File: src/core/tsc_pkg.sv
// Package with register map, field layout, timing constants and types of the temperature sensor
package tsc_pkg;

  // ****************************************************************
  // Register map
  // ****************************************************************
  localparam logic [7:0] CTRL_ADDR = 8'hD2;     // Control register address
  localparam logic [3:0] CTRL_PAGE = 4'hF;      // Control register page
  localparam logic [7:0] WORD_LO_ADDR = 8'hD2;  // Result low byte address
  localparam logic [7:0] WORD_HI_ADDR = 8'hD3;  // Result high byte address
  localparam logic [3:0] WORD_PAGE = 4'h0;      // Result byte page
  localparam logic [7:0] CTRL_RESET = 8'h00;    // Control reset value
  localparam logic [7:0] WORD_RESET = 8'h00;    // Result byte reset value

  // ****************************************************************
  // Control field positions
  // ****************************************************************
  localparam int TRIG_BIT = 7;                  // Measure trigger bit
  localparam int DONE_BIT = 6;                  // Measure done flag
  localparam int CONV_MSB = 2;                  // Conversion length select, top bit
  localparam int CONV_LSB = 0;                  // Conversion length select, low bit

  // ****************************************************************
  // Timing
  // ****************************************************************
  localparam longint CLK_HZ = 125_000_000;      // Reference clock rate
  localparam longint UNIT_SENSOR_CLKS = 256;    // Sensor clocks per length unit
  localparam longint TAIL_US = 32;              // Fixed tail of every measurement
  localparam int TAIL_CYC = int'(TAIL_US * CLK_HZ / 1_000_000); // Tail in clock cycles
  localparam longint SENSOR_CLK_FREQ_DEF = 1_000_000; // Plain default sensor clock rate

  // ****************************************************************
  // Types
  // ****************************************************************
  // One special function register access
  typedef struct packed {
    logic [7:0] addr;   // Register address
    logic [3:0] page;   // Register page
    logic wr;           // Write strobe
    logic rd;           // Read strobe
    logic [7:0] wdata;  // Write data
  } tsc_sfr_req_t;

  // Measurement sequencer states
  typedef enum logic [1:0] {
    ST_IDLE,
    ST_UNITS,
    ST_TAIL
  } tsc_state_t;

endpackage : tsc_pkg

File: src/core/tsc_core.sv
// Precision temperature sensor control, timing and result registers
`timescale 1ns/1ns
module tsc_core #(
  parameter longint SENSOR_CLK_FREQ_HZ = tsc_pkg::SENSOR_CLK_FREQ_DEF
) (
  // Clock and reset
  input wire logic ref_clk,
  input wire logic nrst,
  // Special function register access
  input wire tsc_pkg::tsc_sfr_req_t sfr_req,
  output logic [7:0] sfr_rdata,
  // Sensing element word, valid at end of measurement
  input wire logic [15:0] sensor_word,
  // Interrupt enable bit and request
  input wire logic temp_irq_enable,
  output logic temp_irq_req
);

  // ****************************************************************
  // Derived timing
  // ****************************************************************
  // Clock cycles per length unit of 256 sensor clocks
  localparam int UNIT_CYC = int'(tsc_pkg::UNIT_SENSOR_CLKS * tsc_pkg::CLK_HZ
                                 / SENSOR_CLK_FREQ_HZ);

  // ****************************************************************
  // Decode
  // ****************************************************************
  logic ctrl_sel;  // Control register addressed
  logic lo_sel;    // Result low byte addressed
  logic hi_sel;    // Result high byte addressed
  logic ctrl_wr;   // Write to control
  logic trig_fall; // Trigger written from one to zero
  logic finish;    // Last cycle of a measurement

  assign ctrl_sel = (sfr_req.addr == tsc_pkg::CTRL_ADDR) && (sfr_req.page == tsc_pkg::CTRL_PAGE);
  assign lo_sel = (sfr_req.addr == tsc_pkg::WORD_LO_ADDR) && (sfr_req.page == tsc_pkg::WORD_PAGE);
  assign hi_sel = (sfr_req.addr == tsc_pkg::WORD_HI_ADDR) && (sfr_req.page == tsc_pkg::WORD_PAGE);
  assign ctrl_wr = sfr_req.wr && ctrl_sel;

  // ****************************************************************
  // State
  // ****************************************************************
  logic trig_q, trig_d;             // Measure trigger bit
  logic done_q, done_d;             // Measure done flag
  logic [2:0] conv_q, conv_d;       // Conversion length select
  logic [15:0] word_q, word_d;      // Result word
  logic [7:0] rdata_q, rdata_d;     // Read data
  tsc_pkg::tsc_state_t st_q, st_d;  // Sequencer state
  logic [31:0] div_q, div_d;        // Unit divider
  logic [8:0] unit_q, unit_d;       // Units elapsed
  logic [8:0] unit_tgt;             // Units to run, 2^(N+1)+1
  logic [12:0] tail_q, tail_d;      // Tail cycles elapsed
  logic unit_tick;                  // One-cycle enable per length unit

  // Firmware writes one then zero; a fall is what starts a measurement
  assign trig_fall = ctrl_wr && trig_q && !sfr_req.wdata[tsc_pkg::TRIG_BIT];
  assign unit_tgt = 9'((9'h002 << conv_q) + 9'h001);
  assign unit_tick = (st_q == tsc_pkg::ST_UNITS) && (div_q == 32'(UNIT_CYC - 1));
  assign finish = (st_q == tsc_pkg::ST_TAIL) && (tail_q == 13'(tsc_pkg::TAIL_CYC - 1));

  // ****************************************************************
  // Next state
  // ****************************************************************
  // Registers, sequencer and read path
  always_comb begin
    trig_d = trig_q;
    done_d = done_q;
    conv_d = conv_q;
    word_d = word_q;
    rdata_d = rdata_q;
    st_d = st_q;
    div_d = div_q;
    unit_d = unit_q;
    tail_d = tail_q;
    // Control writes; reserved bits are dropped
    if (ctrl_wr) begin
      trig_d = sfr_req.wdata[tsc_pkg::TRIG_BIT];
      conv_d = sfr_req.wdata[tsc_pkg::CONV_MSB:tsc_pkg::CONV_LSB];
      // Writing zero clears the flag; writing one has no effect
      if (!sfr_req.wdata[tsc_pkg::DONE_BIT]) begin
        done_d = 1'b0;
      end
    end
    // Result bytes are writable by firmware
    if (sfr_req.wr && lo_sel) begin
      word_d[7:0] = sfr_req.wdata;
    end
    if (sfr_req.wr && hi_sel) begin
      word_d[15:8] = sfr_req.wdata;
    end
    // Sequencer
    unique case (st_q)
      tsc_pkg::ST_IDLE: begin
        // Only the falling trigger starts; a held one does nothing
        if (trig_fall) begin
          st_d = tsc_pkg::ST_UNITS;
          div_d = 32'h0000_0000;
          unit_d = 9'h000;
        end
      end
      tsc_pkg::ST_UNITS: begin
        // Count length units of 256 sensor clocks each
        div_d = unit_tick ? 32'h0000_0000 : div_q + 32'h0000_0001;
        if (unit_tick) begin
          unit_d = unit_q + 9'h001;
          if (unit_q + 9'h001 == unit_tgt) begin
            st_d = tsc_pkg::ST_TAIL;
            tail_d = 13'h0000;
          end
        end
      end
      tsc_pkg::ST_TAIL: begin
        // Fixed 32 us tail, then capture and flag
        tail_d = tail_q + 13'h0001;
        if (finish) begin
          st_d = tsc_pkg::ST_IDLE;
          // Sensor word is already sign, 8 integer and 7 fraction bits
          word_d = sensor_word;
          // Setting wins over a firmware clear in the same cycle
          done_d = 1'b1;
        end
      end
    endcase
    // Read data; unmapped reads return zero
    if (sfr_req.rd) begin
      if (ctrl_sel) begin
        rdata_d = {trig_q, done_q, 3'h0, conv_q};
      end else if (hi_sel) begin
        rdata_d = word_q[15:8];
      end else if (lo_sel) begin
        rdata_d = word_q[7:0];
      end else begin
        rdata_d = 8'h00;
      end
    end
  end

  // ****************************************************************
  // Registers
  // ****************************************************************
  always_ff @(posedge ref_clk) begin
    if (!nrst) begin
      trig_q <= tsc_pkg::CTRL_RESET[tsc_pkg::TRIG_BIT];
      done_q <= tsc_pkg::CTRL_RESET[tsc_pkg::DONE_BIT];
      conv_q <= tsc_pkg::CTRL_RESET[tsc_pkg::CONV_MSB:tsc_pkg::CONV_LSB];
      word_q <= {tsc_pkg::WORD_RESET, tsc_pkg::WORD_RESET};
      rdata_q <= 8'h00;
      st_q <= tsc_pkg::ST_IDLE;
      div_q <= 32'h0000_0000;
      unit_q <= 9'h000;
      tail_q <= 13'h0000;
    end else begin
      trig_q <= trig_d;
      done_q <= done_d;
      conv_q <= conv_d;
      word_q <= word_d;
      rdata_q <= rdata_d;
      st_q <= st_d;
      div_q <= div_d;
      unit_q <= unit_d;
      tail_q <= tail_d;
    end
  end

  // Outputs: read data from flop, interrupt gated by enable
  assign sfr_rdata = rdata_q;
  assign temp_irq_req = done_q && temp_irq_enable;
endmodule : tsc_core

File: config.mk
export PLATFORM = sky130hd
export DESIGN_NAME = tsc_core
export DESIGN_NICKNAME = d
export VERILOG_FILES = /design/src/core/tsc_pkg.sv /design/src/core/tsc_core.sv
export SDC_FILE = /design/constraint.sdc
export NUM_CORES = 1
export LEC_CHECK = 0
export BUFFER_PORTS_ARGS = -buffer_cell sky130_fd_sc_hd__buf_4
export CAP_MARGIN = 0
export CORE_MARGIN = 1
export CORE_UTILIZATION = 45
export DETAILED_ROUTE_END_ITERATION = 8
export PLACE_DENSITY = 0.67
export SETUP_SLACK_MARGIN = 0.02
export SYNTH_ARGS = -nofsm -noshare
export SYNTH_HDL_FRONTEND = slang
export SYNTH_SLANG_ARGS = --single-unit
File: constraint.sdc
create_clock -name ref_clk -period 8.2 [get_ports ref_clk]
set_clock_uncertainty 0.2 [all_clocks]
set_input_delay 1.23 -clock ref_clk [delete_from_list [all_inputs] [get_ports ref_clk]]
set_output_delay 1.23 -clock ref_clk [all_outputs]
set_load 0.01 [all_outputs]
==> metrics.md <==
| Metric | Value |
|---|---|
| Status | `complete, no violations` |
| Mux contribution to synthesized area | `0.0657` |
| Routed vias/inst | `5.97` |
| Quantity of hold-fixing buffers added after cts | `0` |
| Initial antenna violation count | `0` |
| Buf/Inv on CP | `2` |
| F_max | `252 MHz` |
| Max_slew headroom | `0.187` |
| Starting Density | `0.470` |
| Fin crit share | `0.483` |
| Crit path max-delay family | `simple AND/OR/NAND/NOR gates` |
| Primary FF master, synth | `dfxtp_1` |
| P per Cell Area | `140 nW/um^2` |
| Fraction of registers with async set/reset | `0` |
| Largest net degree at the start of global routing | `39` |
| Initial DRC count | `279` |
| Final ANT Viol Nets | `0` |
| Clock power share | `0.393` |
| Post-synth top area cell | `dfxtp_1` |
| Final worst slack | `approximately 4.2 ns` |
| RSZ-0062 raised after global routing | `false` |
| Adder-Cell Fraction of Synth Area | `0.0153` |
| DIE AREA | `roughly 11000 um^2` |
| Hold Crit Class | `register to register` |
| Tightest Pin Transition | `about 1.2 ns` |
| Share of layout cells above drive strength 1 | `0.154` |
| Final hold violations | `0` |
| Num ports | `50` |
| Post-CTS Setup Repair Bufs | `0` |
| DRC | `0` |
| Share of the synthesized area in the top cell type | `0.348` |
| Leak | `1.91 nW` |
| Area Growth Syn to Fin | `12.5%` |
| Routed length per placed instance | `approximately 16 um` |
| Fillers | `1000` |
| Mapped Nets | `645` |
| # nets final | `roughly 670` |
| Cell row count | `37` |
| Final Setup Violations | `0` |
| Max rail drop VDD | `roughly 0.11 mV` |
| Compound-Gate Fraction of Synth Area | `0.184` |
| Synth Area in Simple Gates | `0.300` |
| Root buffer cell | `clkbuf_8` |
| Post-Syn Area | `4890 um^2` |
| Crit path arrival time | `3.95 ns` |
| Clk buf depth | `2` |
| ANT cells | `0` |
| Max Slew Vio Count | `0` |
| First-pass GRT wire length | `between 15 and 20 mm` |
| Die X | `106 um` |
| NetSw | `0.208 mW` |
| Most common library cells after synthesis | `85 x dfxtp_1, 79 x nor2_1, 40 x nand2_1` |
| Power Internal | `0.563 mW` |
| Switching Fraction | `0.270` |
| Area contributors post-synth | `dfxtp_1 35%, nor2_1 6.1%, mux2i_1 4.5%` |
| Setup Crit Path Kind | `input pin to register` |
| Vias in the first global route | `4122` |
| FF-to-FF setup slack | `4.89 ns` |
| CTS Sinks | `85` |
| Gate Count Post-Synth | `around 600` |
| Place WS | `3.89 ns` |
| Chip height | `106 um` |
| Clock transition at the registers of the reported paths | `about 0.09 ns` |
| Gr usage total | `0.212` |
| Combinational share of power | `0.068` |
| Total grt overflow | `0` |
| Post-layout min period | `3.96 ns` |
| Max H-tree Level | `3` |
| Port buffer count | `49` |
| GPL Wtd Cong | `0.824` |
| Max-cap violations | `0` |
| Number of distinct library cells after synthesis | `69` |
| Crit. End Element | `register` |
| # resized after CTS | `0` |
| Multi-input gate area | `2990 um^2` |
| Post-synth EDFFs | `0` |
| Sequential standard cell area | `between 1500 and 2000 um^2` |
| Via count | `4565` |
| Slowest stage delay, CP | `0.99 ns` |
| Crit path required time | `approximately 8 ns` |
| Ys Warns | `0` |
| Sequential element share of the synthesized area | `0.348` |
| Critical-path top delay cell | `o21ai_2` |
| Post-DP HPWL | `8.03 mm` |
| Total core area | `10400 um^2` |
| Pre-antenna DRT Iters | `5` |
| Crit-path max FO | `37` |
| Seq pwr share | `0.539` |
| TritonCTS Buffers | `9` |
| Worst setup SP type | `input pin` |
| CTS tree | `yes` |
| Worst skew pair latency | `roughly 0.36 ns` |
| Fin Setup TNS | `0 ns` |
| Most common cell on crit path | `buf_4` |
| CP Cell Sequence | `buf_4 -> or3_1 -> nor4_4 -> and4_1 -> nor2_2 -> buf_4 -> o21ai_2 -> a31oi_1` |
| Largest family of logic cells by synthesized area | `simple AND/OR/NAND/NOR gates` |
| Synth Area in XOR/XNOR | `0.0447` |
| WL final | `11.9 mm` |
| Synthesized area per cell | `8.18 um^2` |
| Seq cells post-synth | `85` |
| Top-count cell post-synth | `dfxtp_1` |
final timing paths:
check	start	endpoint	cells after the start
worst max register to register	conv_q[1]	tail_q[11]	6
worst max-delay path	sfr_req[17]	unit_q[2]	8
worst min-delay path	trig_q	trig_q	2
worst min register to register	trig_q	trig_q	2
power by group through the flow:
stage / combinational (mW) / clock, mW / sequential, mW
floorplan: 0.0250 / 0 / 0.426
global placement: 0.0511 / 0 / 0.425
detailed placement: 0.0527 / 0 / 0.425
CTS: 0.0527 / 0.310 / 0.416
global route: 0.0568 / 0.326 / 0.416
finish: 0.0525 / 0.303 / 0.416
sequential cells by signal, summed over array words and instances, names as in the netlist:
signal     count
trig_q         1
st_q           2
unit_q         9
tail_q        13
done_q         1
conv_q         3
sfr_rdata      8
word_q        16
div_q         32
through the flow:
step | cell area (um^2) | instances | total power, mW | hold slack [ns] | util
floorplan | 4890 | 598 | 0.450 | 0.241 | -
global placement | 5310 | 749 | 0.476 | 0.253 | 0.509
detailed placement | 5310 | 749 | 0.478 | 0.263 | 0.509
CTS | 5510 | 765 | 0.778 | 0.276 | 0.529
global route | 5510 | 765 | 0.799 | 0.311 | 0.529
finish | 5510 | 765 | 0.771 | 0.274 | 0.529
cells in the final DEF (no fill, tap or decap), types with 3 or more instances in the layout:
cell and instances:
a211oi_1 23, a21oi_1 24, a22o_1 3, a22oi_1 8, a31oi_1 5, and3_1 13, and4_1 6, buf_4 52
clkbuf_8 10, dfxtp_1 85, ha_1 6, inv_1 12, inv_6 3, mux2_2 9, mux2i_1 22, nand2_1 40
nand2b_1 7, nand3_1 35, nand4_1 14, nand4b_1 3, nor2_1 78, nor2b_1 4, nor3_1 16, nor3b_1 3
nor4_1 14, nor4b_1 7, o21a_1 3, o21ai_0 18, o311ai_0 7, o31a_1 9, or2_2 4, or3_1 8
or4_1 3, xnor2_1 24
tightest hold or removal path: stages, from the launching register on:
cell and delay [ns]:
dfxtp_1 0.33, nand2_1 0.06, a21oi_1 0.05
area by class of cell:
class / instances / share of cell area
Clock buffer: 10 / 0.0250
Clock inverter: 6 / 0.0114
Inverter: 13 / 0.00886
Tap cell: 136 / 0.0309
Multi-Input combinational cell: 463 / 0.544
Sequential cell: 85 / 0.309
Timing Repair Buffer: 52 / 0.0709
metal layers:
layer	track usage	wire, um
met5	0	0
met1	0.288	5650
met2	0.342	5590
met3	0.0448	516
met4	0.0516	122
cell families after synthesis:
group / after synthesis
xor gates and xnor gates: 25
DFF: 85
AOI/OAI and AO/OA: 127
and+or+nand+nor: 274
adders and majority gates: 6
muxes: 31
buffers and inverters: 50
Power figures use the tool's default switching activity.
